File: config.mk
export PLATFORM = sky130hd
export DESIGN_NAME = icr_regs
export DESIGN_NICKNAME = d
export VERILOG_FILES = /design/src/inc/icr_pkg.sv /design/src/core/icr_regs.sv
export VERILOG_INCLUDE_DIRS = /design/src /design/src/inc
export SDC_FILE = /design/constraint.sdc
export NUM_CORES = 1
export LEC_CHECK = 0
export BUFFER_PORTS_ARGS = -buffer_cell sky130_fd_sc_hd__buf_4
export CAP_MARGIN = 20
export CELL_PAD_IN_SITES_DETAIL_PLACEMENT = 0
export CELL_PAD_IN_SITES_GLOBAL_PLACEMENT = 1
export CORE_MARGIN = 2
export CORE_UTILIZATION = 33
export DETAILED_ROUTE_END_ITERATION = 12
export MAX_ROUTING_LAYER = met4
export PLACE_DENSITY_LB_ADDON = 0.1
export SLEW_MARGIN = 10
export SYNTH_ARGS = -nofsm -noshare
export SYNTH_HDL_FRONTEND = slang
export SYNTH_SLANG_ARGS = --single-unit
File: constraint.sdc
create_clock -name ref_clk_i -period 1.5 [get_ports ref_clk_i]
set_clock_uncertainty 0.05 [all_clocks]
set_input_delay 0.3 -clock ref_clk_i [delete_from_list [all_inputs] [get_ports ref_clk_i]]
set_output_delay 0.3 -clock ref_clk_i [all_outputs]
set_load 0.03 [all_outputs]
File: src/inc/icr_defs.svh
// Constants for the interrupt command register block.
// Assumes a word-indexed register port; offsets are word indices.
// What this block does
// - A disable command write disables every source whose bit is one.
// - A clear command write clears the pending state of every source written one, unless that source's edge arrives in the same cycle.
// - A set command write sets pending for sources written one; zero bits do nothing.
// - Any write to the end-of-interrupt location, whatever data, ends the interrupt.
// - A stored spurious handler address is returned on spurious normal or fast vector reads.
// - Debug control bit 0 is a read/write protection mode bit.
// - Debug control bit 1 is a general mask that holds both processor lines inactive.
// - A fast forcing enable write enables forcing for system or peripheral sources written one; bit 0 reserved.
// - A fast forcing disable write disables forcing for sources written one, others unchanged.
// - The fast forcing status register reads one per forced source, bit 0 reserved as zero.
// - An enable command write enables every source whose bit is one.
`ifndef ICR_DEFS_SVH
`define ICR_DEFS_SVH
`define ICR_ADDR_W      4
`define ICR_IDX_ENABLE  4'h0
`define ICR_IDX_DISABLE 4'h1
`define ICR_IDX_CLEAR   4'h2
`define ICR_IDX_SET     4'h3
`define ICR_IDX_EOI     4'h4
`define ICR_IDX_SPU     4'h5
`define ICR_IDX_DCR     4'h6
`define ICR_IDX_FFEN    4'h7
`define ICR_IDX_FFDIS   4'h8
`define ICR_IDX_FFSTAT  4'h9
`define ICR_IDX_ENSTAT  4'ha
`define ICR_IDX_PEND    4'hb
`define ICR_IDX_LINES   4'hc
`define ICR_IDX_NVEC    4'hd
`define ICR_IDX_FVEC    4'he
`define ICR_DCR_PROTECTION_MODE_BIT    0
`define ICR_DCR_GENERAL_MASK_BIT    1
`define ICR_FAST_SRC    0
`define ICR_ZERO32      32'h0000_0000
`define ICR_FF_MASK     32'hffff_fffe
`endif

File: src/inc/icr_pkg.sv
// Types for the interrupt command register block.
// Assumes the defs header is on the include path.
package icr_pkg;
    typedef struct packed {
        logic        wr;
        logic        rd;
        logic [3:0]  addr;
        logic [31:0] wdata;
    } icr_req_t;
    typedef struct packed {
        logic protection_mode_bit;
        logic general_mask_bit;
    } icr_dcr_t;
endpackage

File: src/core/icr_regs.sv
// Command, status and debug control registers of the interrupt controller.
// Assumes single-cycle strobes synchronous to ref_clk_i.
`timescale 1ns/1ps
`default_nettype none
`include "icr_defs.svh"
module icr_regs
    import icr_pkg::*;
#(
    parameter int NSRC = 32
) (
    input  wire logic              ref_clk_i,
    input  wire logic              reset_n_i,
    input  wire icr_req_t          req_i,
    output logic [31:0]            rdata_o,
    input  wire logic [NSRC-1:0]   src_edge_i,
    input  wire logic              irq_req_i,
    input  wire logic              fiq_req_i,
    input  wire logic              irq_spurious_i,
    input  wire logic              fiq_spurious_i,
    input  wire logic [31:0]       irq_vector_i,
    input  wire logic [31:0]       fiq_vector_i,
    output logic [NSRC-1:0]        enabled_o,
    output logic [NSRC-1:0]        pending_o,
    output logic [NSRC-1:0]        fast_force_o,
    output logic                   eoi_o,
    output logic                   protection_mode_bit_o,
    output logic                   processor_normal_line_n_o,
    output logic                   processor_fast_line_n_o
);
    logic [NSRC-1:0] enable_q;
    logic [NSRC-1:0] pend_q;
    logic [NSRC-1:0] force_q;
    logic [31:0]     spu_q;
    icr_dcr_t        dcr_q;
    logic            eoi_q;
    logic            nline_q;
    logic            fline_q;
    logic [31:0]     rdata_q;
    logic            wr_en;
    logic            wr_dis;
    logic            wr_clr;
    logic            wr_set;
    logic            wr_ffe;
    logic            wr_ffd;

    // Command decode; zero bits in the data leave state untouched
    assign wr_en  = req_i.wr && (req_i.addr == `ICR_IDX_ENABLE);
    assign wr_dis = req_i.wr && (req_i.addr == `ICR_IDX_DISABLE);
    assign wr_clr = req_i.wr && (req_i.addr == `ICR_IDX_CLEAR);
    assign wr_set = req_i.wr && (req_i.addr == `ICR_IDX_SET);
    assign wr_ffe = req_i.wr && (req_i.addr == `ICR_IDX_FFEN);
    assign wr_ffd = req_i.wr && (req_i.addr == `ICR_IDX_FFDIS);

    // Per-source enable, pending and forcing state
    genvar i;
    generate
        for (i = 0; i < NSRC; i++) begin : g_src
            // Enable mask; disable wins if both ever meet
            always_ff @(posedge ref_clk_i) begin
                if (!reset_n_i) begin
                    enable_q[i] <= 1'b0;
                end else if (wr_dis && req_i.wdata[i]) begin
                    enable_q[i] <= 1'b0;
                end else if (wr_en && req_i.wdata[i]) begin
                    enable_q[i] <= 1'b1;
                end
            end
            // Pending: a hardware edge beats a software clear
            always_ff @(posedge ref_clk_i) begin
                if (!reset_n_i) begin
                    pend_q[i] <= 1'b0;
                end else if (src_edge_i[i] || (wr_set && req_i.wdata[i])) begin
                    pend_q[i] <= 1'b1;
                end else if (wr_clr && req_i.wdata[i]) begin
                    pend_q[i] <= 1'b0;
                end
            end
            // The fast source itself can never be forced
            if (i == `ICR_FAST_SRC) begin : g_nf
                // Kept procedural so every bit of the vector has one kind of driver
                always_ff @(posedge ref_clk_i) begin
                    force_q[i] <= 1'b0;
                end
            end else begin : g_f
                always_ff @(posedge ref_clk_i) begin
                    if (!reset_n_i) begin
                        force_q[i] <= 1'b0;
                    end else if (wr_ffd && req_i.wdata[i]) begin
                        force_q[i] <= 1'b0;
                    end else if (wr_ffe && req_i.wdata[i]) begin
                        force_q[i] <= 1'b1;
                    end
                end
            end
        end
    endgenerate

    // End-of-interrupt pulse on any write to the EOI location, data ignored
    always_ff @(posedge ref_clk_i) begin
        if (!reset_n_i) begin
            eoi_q <= 1'b0;
        end else begin
            eoi_q <= req_i.wr && (req_i.addr == `ICR_IDX_EOI);
        end
    end

    // Spurious handler address, software owned
    always_ff @(posedge ref_clk_i) begin
        if (!reset_n_i) begin
            spu_q <= `ICR_ZERO32;
        end else if (req_i.wr && (req_i.addr == `ICR_IDX_SPU)) begin
            spu_q <= req_i.wdata;
        end
    end

    // Debug control: protection and general mask
    always_ff @(posedge ref_clk_i) begin
        if (!reset_n_i) begin
            dcr_q <= '0;
        end else if (req_i.wr && (req_i.addr == `ICR_IDX_DCR)) begin
            dcr_q.protection_mode_bit <= req_i.wdata[`ICR_DCR_PROTECTION_MODE_BIT];
            dcr_q.general_mask_bit <= req_i.wdata[`ICR_DCR_GENERAL_MASK_BIT];
        end
    end

    // Processor lines, active low, registered to stay glitch free
    always_ff @(posedge ref_clk_i) begin
        if (!reset_n_i) begin
            nline_q <= 1'b1;
            fline_q <= 1'b1;
        end else begin
            nline_q <= !(irq_req_i && !dcr_q.general_mask_bit);
            fline_q <= !(fiq_req_i && !dcr_q.general_mask_bit);
        end
    end

    // Read mux; command registers read zero, reads have no side effect
    always_ff @(posedge ref_clk_i) begin
        if (!reset_n_i) begin
            rdata_q <= `ICR_ZERO32;
        end else if (req_i.rd) begin
            case (req_i.addr)
                `ICR_IDX_SPU:    rdata_q <= spu_q;
                `ICR_IDX_DCR:    rdata_q <= 32'(dcr_q.protection_mode_bit)
                                          | (32'(dcr_q.general_mask_bit) << `ICR_DCR_GENERAL_MASK_BIT);
                `ICR_IDX_FFSTAT: rdata_q <= 32'(force_q) & `ICR_FF_MASK;
                `ICR_IDX_ENSTAT: rdata_q <= 32'(enable_q);
                `ICR_IDX_PEND:   rdata_q <= 32'(pend_q);
                `ICR_IDX_LINES:  rdata_q <= {30'h0000_0000, !nline_q, !fline_q};
                `ICR_IDX_NVEC:   rdata_q <= irq_spurious_i ? spu_q
                                                           : irq_vector_i;
                `ICR_IDX_FVEC:   rdata_q <= fiq_spurious_i ? spu_q
                                                           : fiq_vector_i;
                default:         rdata_q <= `ICR_ZERO32;
            endcase
        end else begin
            rdata_q <= `ICR_ZERO32;
        end
    end

    assign rdata_o                   = rdata_q;
    assign enabled_o                 = enable_q;
    assign pending_o                 = pend_q;
    assign fast_force_o              = force_q;
    assign eoi_o                     = eoi_q;
    assign protection_mode_bit_o                    = dcr_q.protection_mode_bit;
    assign processor_normal_line_n_o = nline_q;
    assign processor_fast_line_n_o   = fline_q;
endmodule
`default_nettype wire

==> metrics.txt <==
remaining antenna violation count after routing=0; Yosys warning count=0; final net count=1314; Worst path max stage delay=roughly 430 ps; Layout area overhead=48.37%; Final Worst Setup Slack=101.8 ps; unique cell type count in the Yosys netlist=42; Area after DPL=between 0.01 and 0.015 mm^2; initial antenna violation count=0; total wire length=a little over 30000 um; RSZ-0062 raised after global routing=false; Crit-path slowest cell=dfxtp_1; CTS tree=yes; I/O Buffers=270; Antenna diodes=0; Iteration-0 DRC Markers=500; setup slack at placement=-260.2 ps; Pleak=roughly 4.6 nW; post-cts sizing count=0; Final Hold Viols=0; post-layout minimum cycle time=about 1400 ps; grt total ovfl=0; Mapped Nets=1008; start point of the worst hold path=req_i[14]; CP endpoint kind=output pin; setup violators final=0; VDD IR max=742.7 uV; CTS buffer count=17; gr usage total=0.2597; ys async rst share=0; final period utilization=0.9321; fmax=~720 MHz; Worst Hold Path EP=fast_force_o[14]; Top delay family on crit path=flip-flops; Worst EP required=1150 ps; Syn Inst Count=~870; Post-Layout Inst Area=0.01116 mm^2; via count=roughly 8k; biggest area consumer among synthesized cells=dfxtp_1; Critical Path Fanout Max=3; status=complete, no violations; post-synthesis sequential area ratio=0.4363; Avg Cell Area, Syn=8.669 um^2; largest net degree at the start of global routing=between 70 and 80; vias per cell=between 5 and 6; number of synthesized flops with an enable pin=0; Min Hold Slack=roughly 54 ps; Power per Cell Area=between 900 and 1000 mW/mm^2; H-tree Lvls=4; Worst R2R Start=pending_o[20]; Synth Flop Type=dfxtp_1; Register-to-Register Path Depth=3; Total Power=between 10 and 15 mW; FILL cells=2218; Worst Path Arrival=between 1000 and 1500 ps; Post-Syn Area=0.007525 mm^2; # IOs=roughly 270; # hold bufs at CTS=2; share of cells above drive strength 1=0.3521; Crit Reg-Reg Endpoint=rdata_o[20]; first-pass GRT wire length=around 46000 um; starting density of the core=0.3344; Routed WL per cell=approximately 21 um; worst-path cell chain=buf_4; top post-synthesis cells by area=dfxtp_1 44%, a21oi_1 12%, mux2i_1 9.2%, a211oi_1 5.4%, nand2_1 4.2%; root buf cell=clkbuf_16; # rows=55; die area=about 0.024 mm^2; Hold Path Class=in -> reg; CORE AREA=0.02250 mm^2; Die Y-Extent=between 150 and 200 um; Synth Register Bits=164; MaxCap Viol Count=0; setup_tns=0 ps; die width=around 160 um; Buf+Inv Stages, Crit Path=1; Final GP Congestion=approximately 0.83; TritonRoute pass-1 iters=5; Clock Path Buffers=2; Final Max Tran Viols=0; kind of critical path=reg -> out; worst hold path depth=2; clk sinks=around 160; Clock Pin Slew Worst Setup and Hold Paths=70 ps; Residual DRC=0; R2R Setup Slk=about 330 ps; vias in the first global route=7633; post-CTS setup buffers=0; Clock Latency Late Sink=~430 ps; DP HPWL=between 20000 and 25000 um; post-synth top area share=0.4363; CP startpoint kind=flip-flop
[cell type report]
type                    instances  area (um^2)  area share
clock inverters                10        170.2     0.01524
inverters                      34        130.1     0.01166
clock buffers                  22        464.2     0.04158
flip-flops and latches        164         3283      0.2941
repair buffers                360         2933      0.2627
multi-input cells             597         3827      0.3428
well taps                     285        356.6     0.03194
[flip-flops by register name (all words and copies together), names as in the netlist]
signal / cells
rdata_o: 32
protection_mode_bit_o: 1
pending_o: 32
spu_q: 32
enabled_o: 32
processor_fast_line_n_o: 1
fast_force_o: 31
dcr_q: 1
eoi_o: 1
processor_normal_line_n_o: 1
[per-stage QoR]
step | util | instances
after floorplan | - | 868
after global placement | 0.4671 | 1438
after detailed placement | 0.4671 | 1438
after CTS | 0.4961 | 1472
after global routing | 0.4961 | 1472
final | 0.4961 | 1472
[metal layers]
metal / track usage / share of wire / vias up
met5: - / 0 / -
met1: 0.3541 / 0.46 / 3805
met3: 0.03705 / 0.063 / 36
met2: 0.4038 / 0.46 / 333
li1: - / - / 3797
met4: 0.07143 / 0.018 / 0
[power breakdown]
part	internal [mW]	switching [mW]	total (mW)	leakage, nW
clock network	2.90	1.88	4.78	0.302
registers	4.46	0.0923	4.55	1.33
logic	0.713	0.887	1.60	2.99
total	8.07	2.86	10.9	4.63
[worst max path at each step]
| stage | from | end | slack [ps] | cells after the start |
|---|---|---|---|---|
| floorplan | irq_spurious_i | rdata_o[2] | 10 | 5 |
| global placement | req_i[34] | rdata_o[26] | -250 | 7 |
| detailed placement | req_i[34] | rdata_o[31] | -260 | 7 |
| CTS | pending_o[2] | pending_o[2] | 100 | 1 |
| global route | req_i[33] | pending_o[3] | 50 | 7 |
| finish | pending_o[2] | pending_o[2] | 100 | 1 |
[synthesized netlist by cell type, types with 2 or more instances]
library cell and number:
nor2_1 28, a211oi_1 54, nand3b_1 3, o2bb2ai_1 6, dfxtp_1 164, buf_2 32
a21oi_1 183, mux2_2 7, nand4b_1 3, o21ai_0 41, a31oi_1 9, o22ai_1 18
mux2i_1 69, a211oi_2 9, nand3_1 3, a22o_1 18, a22oi_1 13, and3_1 2
a221oi_1 12, nand2b_1 3, o22a_1 11, nor3b_1 2, buf_4 6, inv_1 33
nor2b_1 5, nand2_1 85, buf_6 3, clkbuf_1 31, nor3_1 2
[placed cells by master (no fill, tap or decap), drive strengths merged, types with 2 or more instances in the layout]
cell type,Yosys,layout
buf,42,358
a21oi,183,183
dfxtp,164,164
nand2,85,85
mux2i,69,69
a211oi,63,63
o21ai,41,41
inv,33,36
nor2,29,29
clkbuf,31,22
a22o,18,18
o22ai,18,18
a22oi,13,13
a221oi,12,12
o22a,11,11
a31oi,9,9
mux2,7,7
o2bb2ai,6,6
nor2b,5,5
bufinv,0,4
nand2b,3,3
nand3b,3,3
nand4b,3,3
nand3,3,3
nor3,3,3
and3,2,2
clkinvlp,0,2
clkinv,1,2
dlygate4sd3,0,2
nor3b,2,2
[logic make-up after synthesis]
| group | after synthesis | synth area share |
|---|---|---|
| AOI/OAI and AO/OA | 377 | 0.3113 |
| buffers and inverters | 107 | 0.06468 |
| DFF | 164 | 0.4363 |
| and+or+nand+nor | 143 | 0.08497 |
| other | 1 | 0.0004984 |
| muxes | 76 | 0.1023 |
Note: power is estimated with default switching activity, not from simulation.
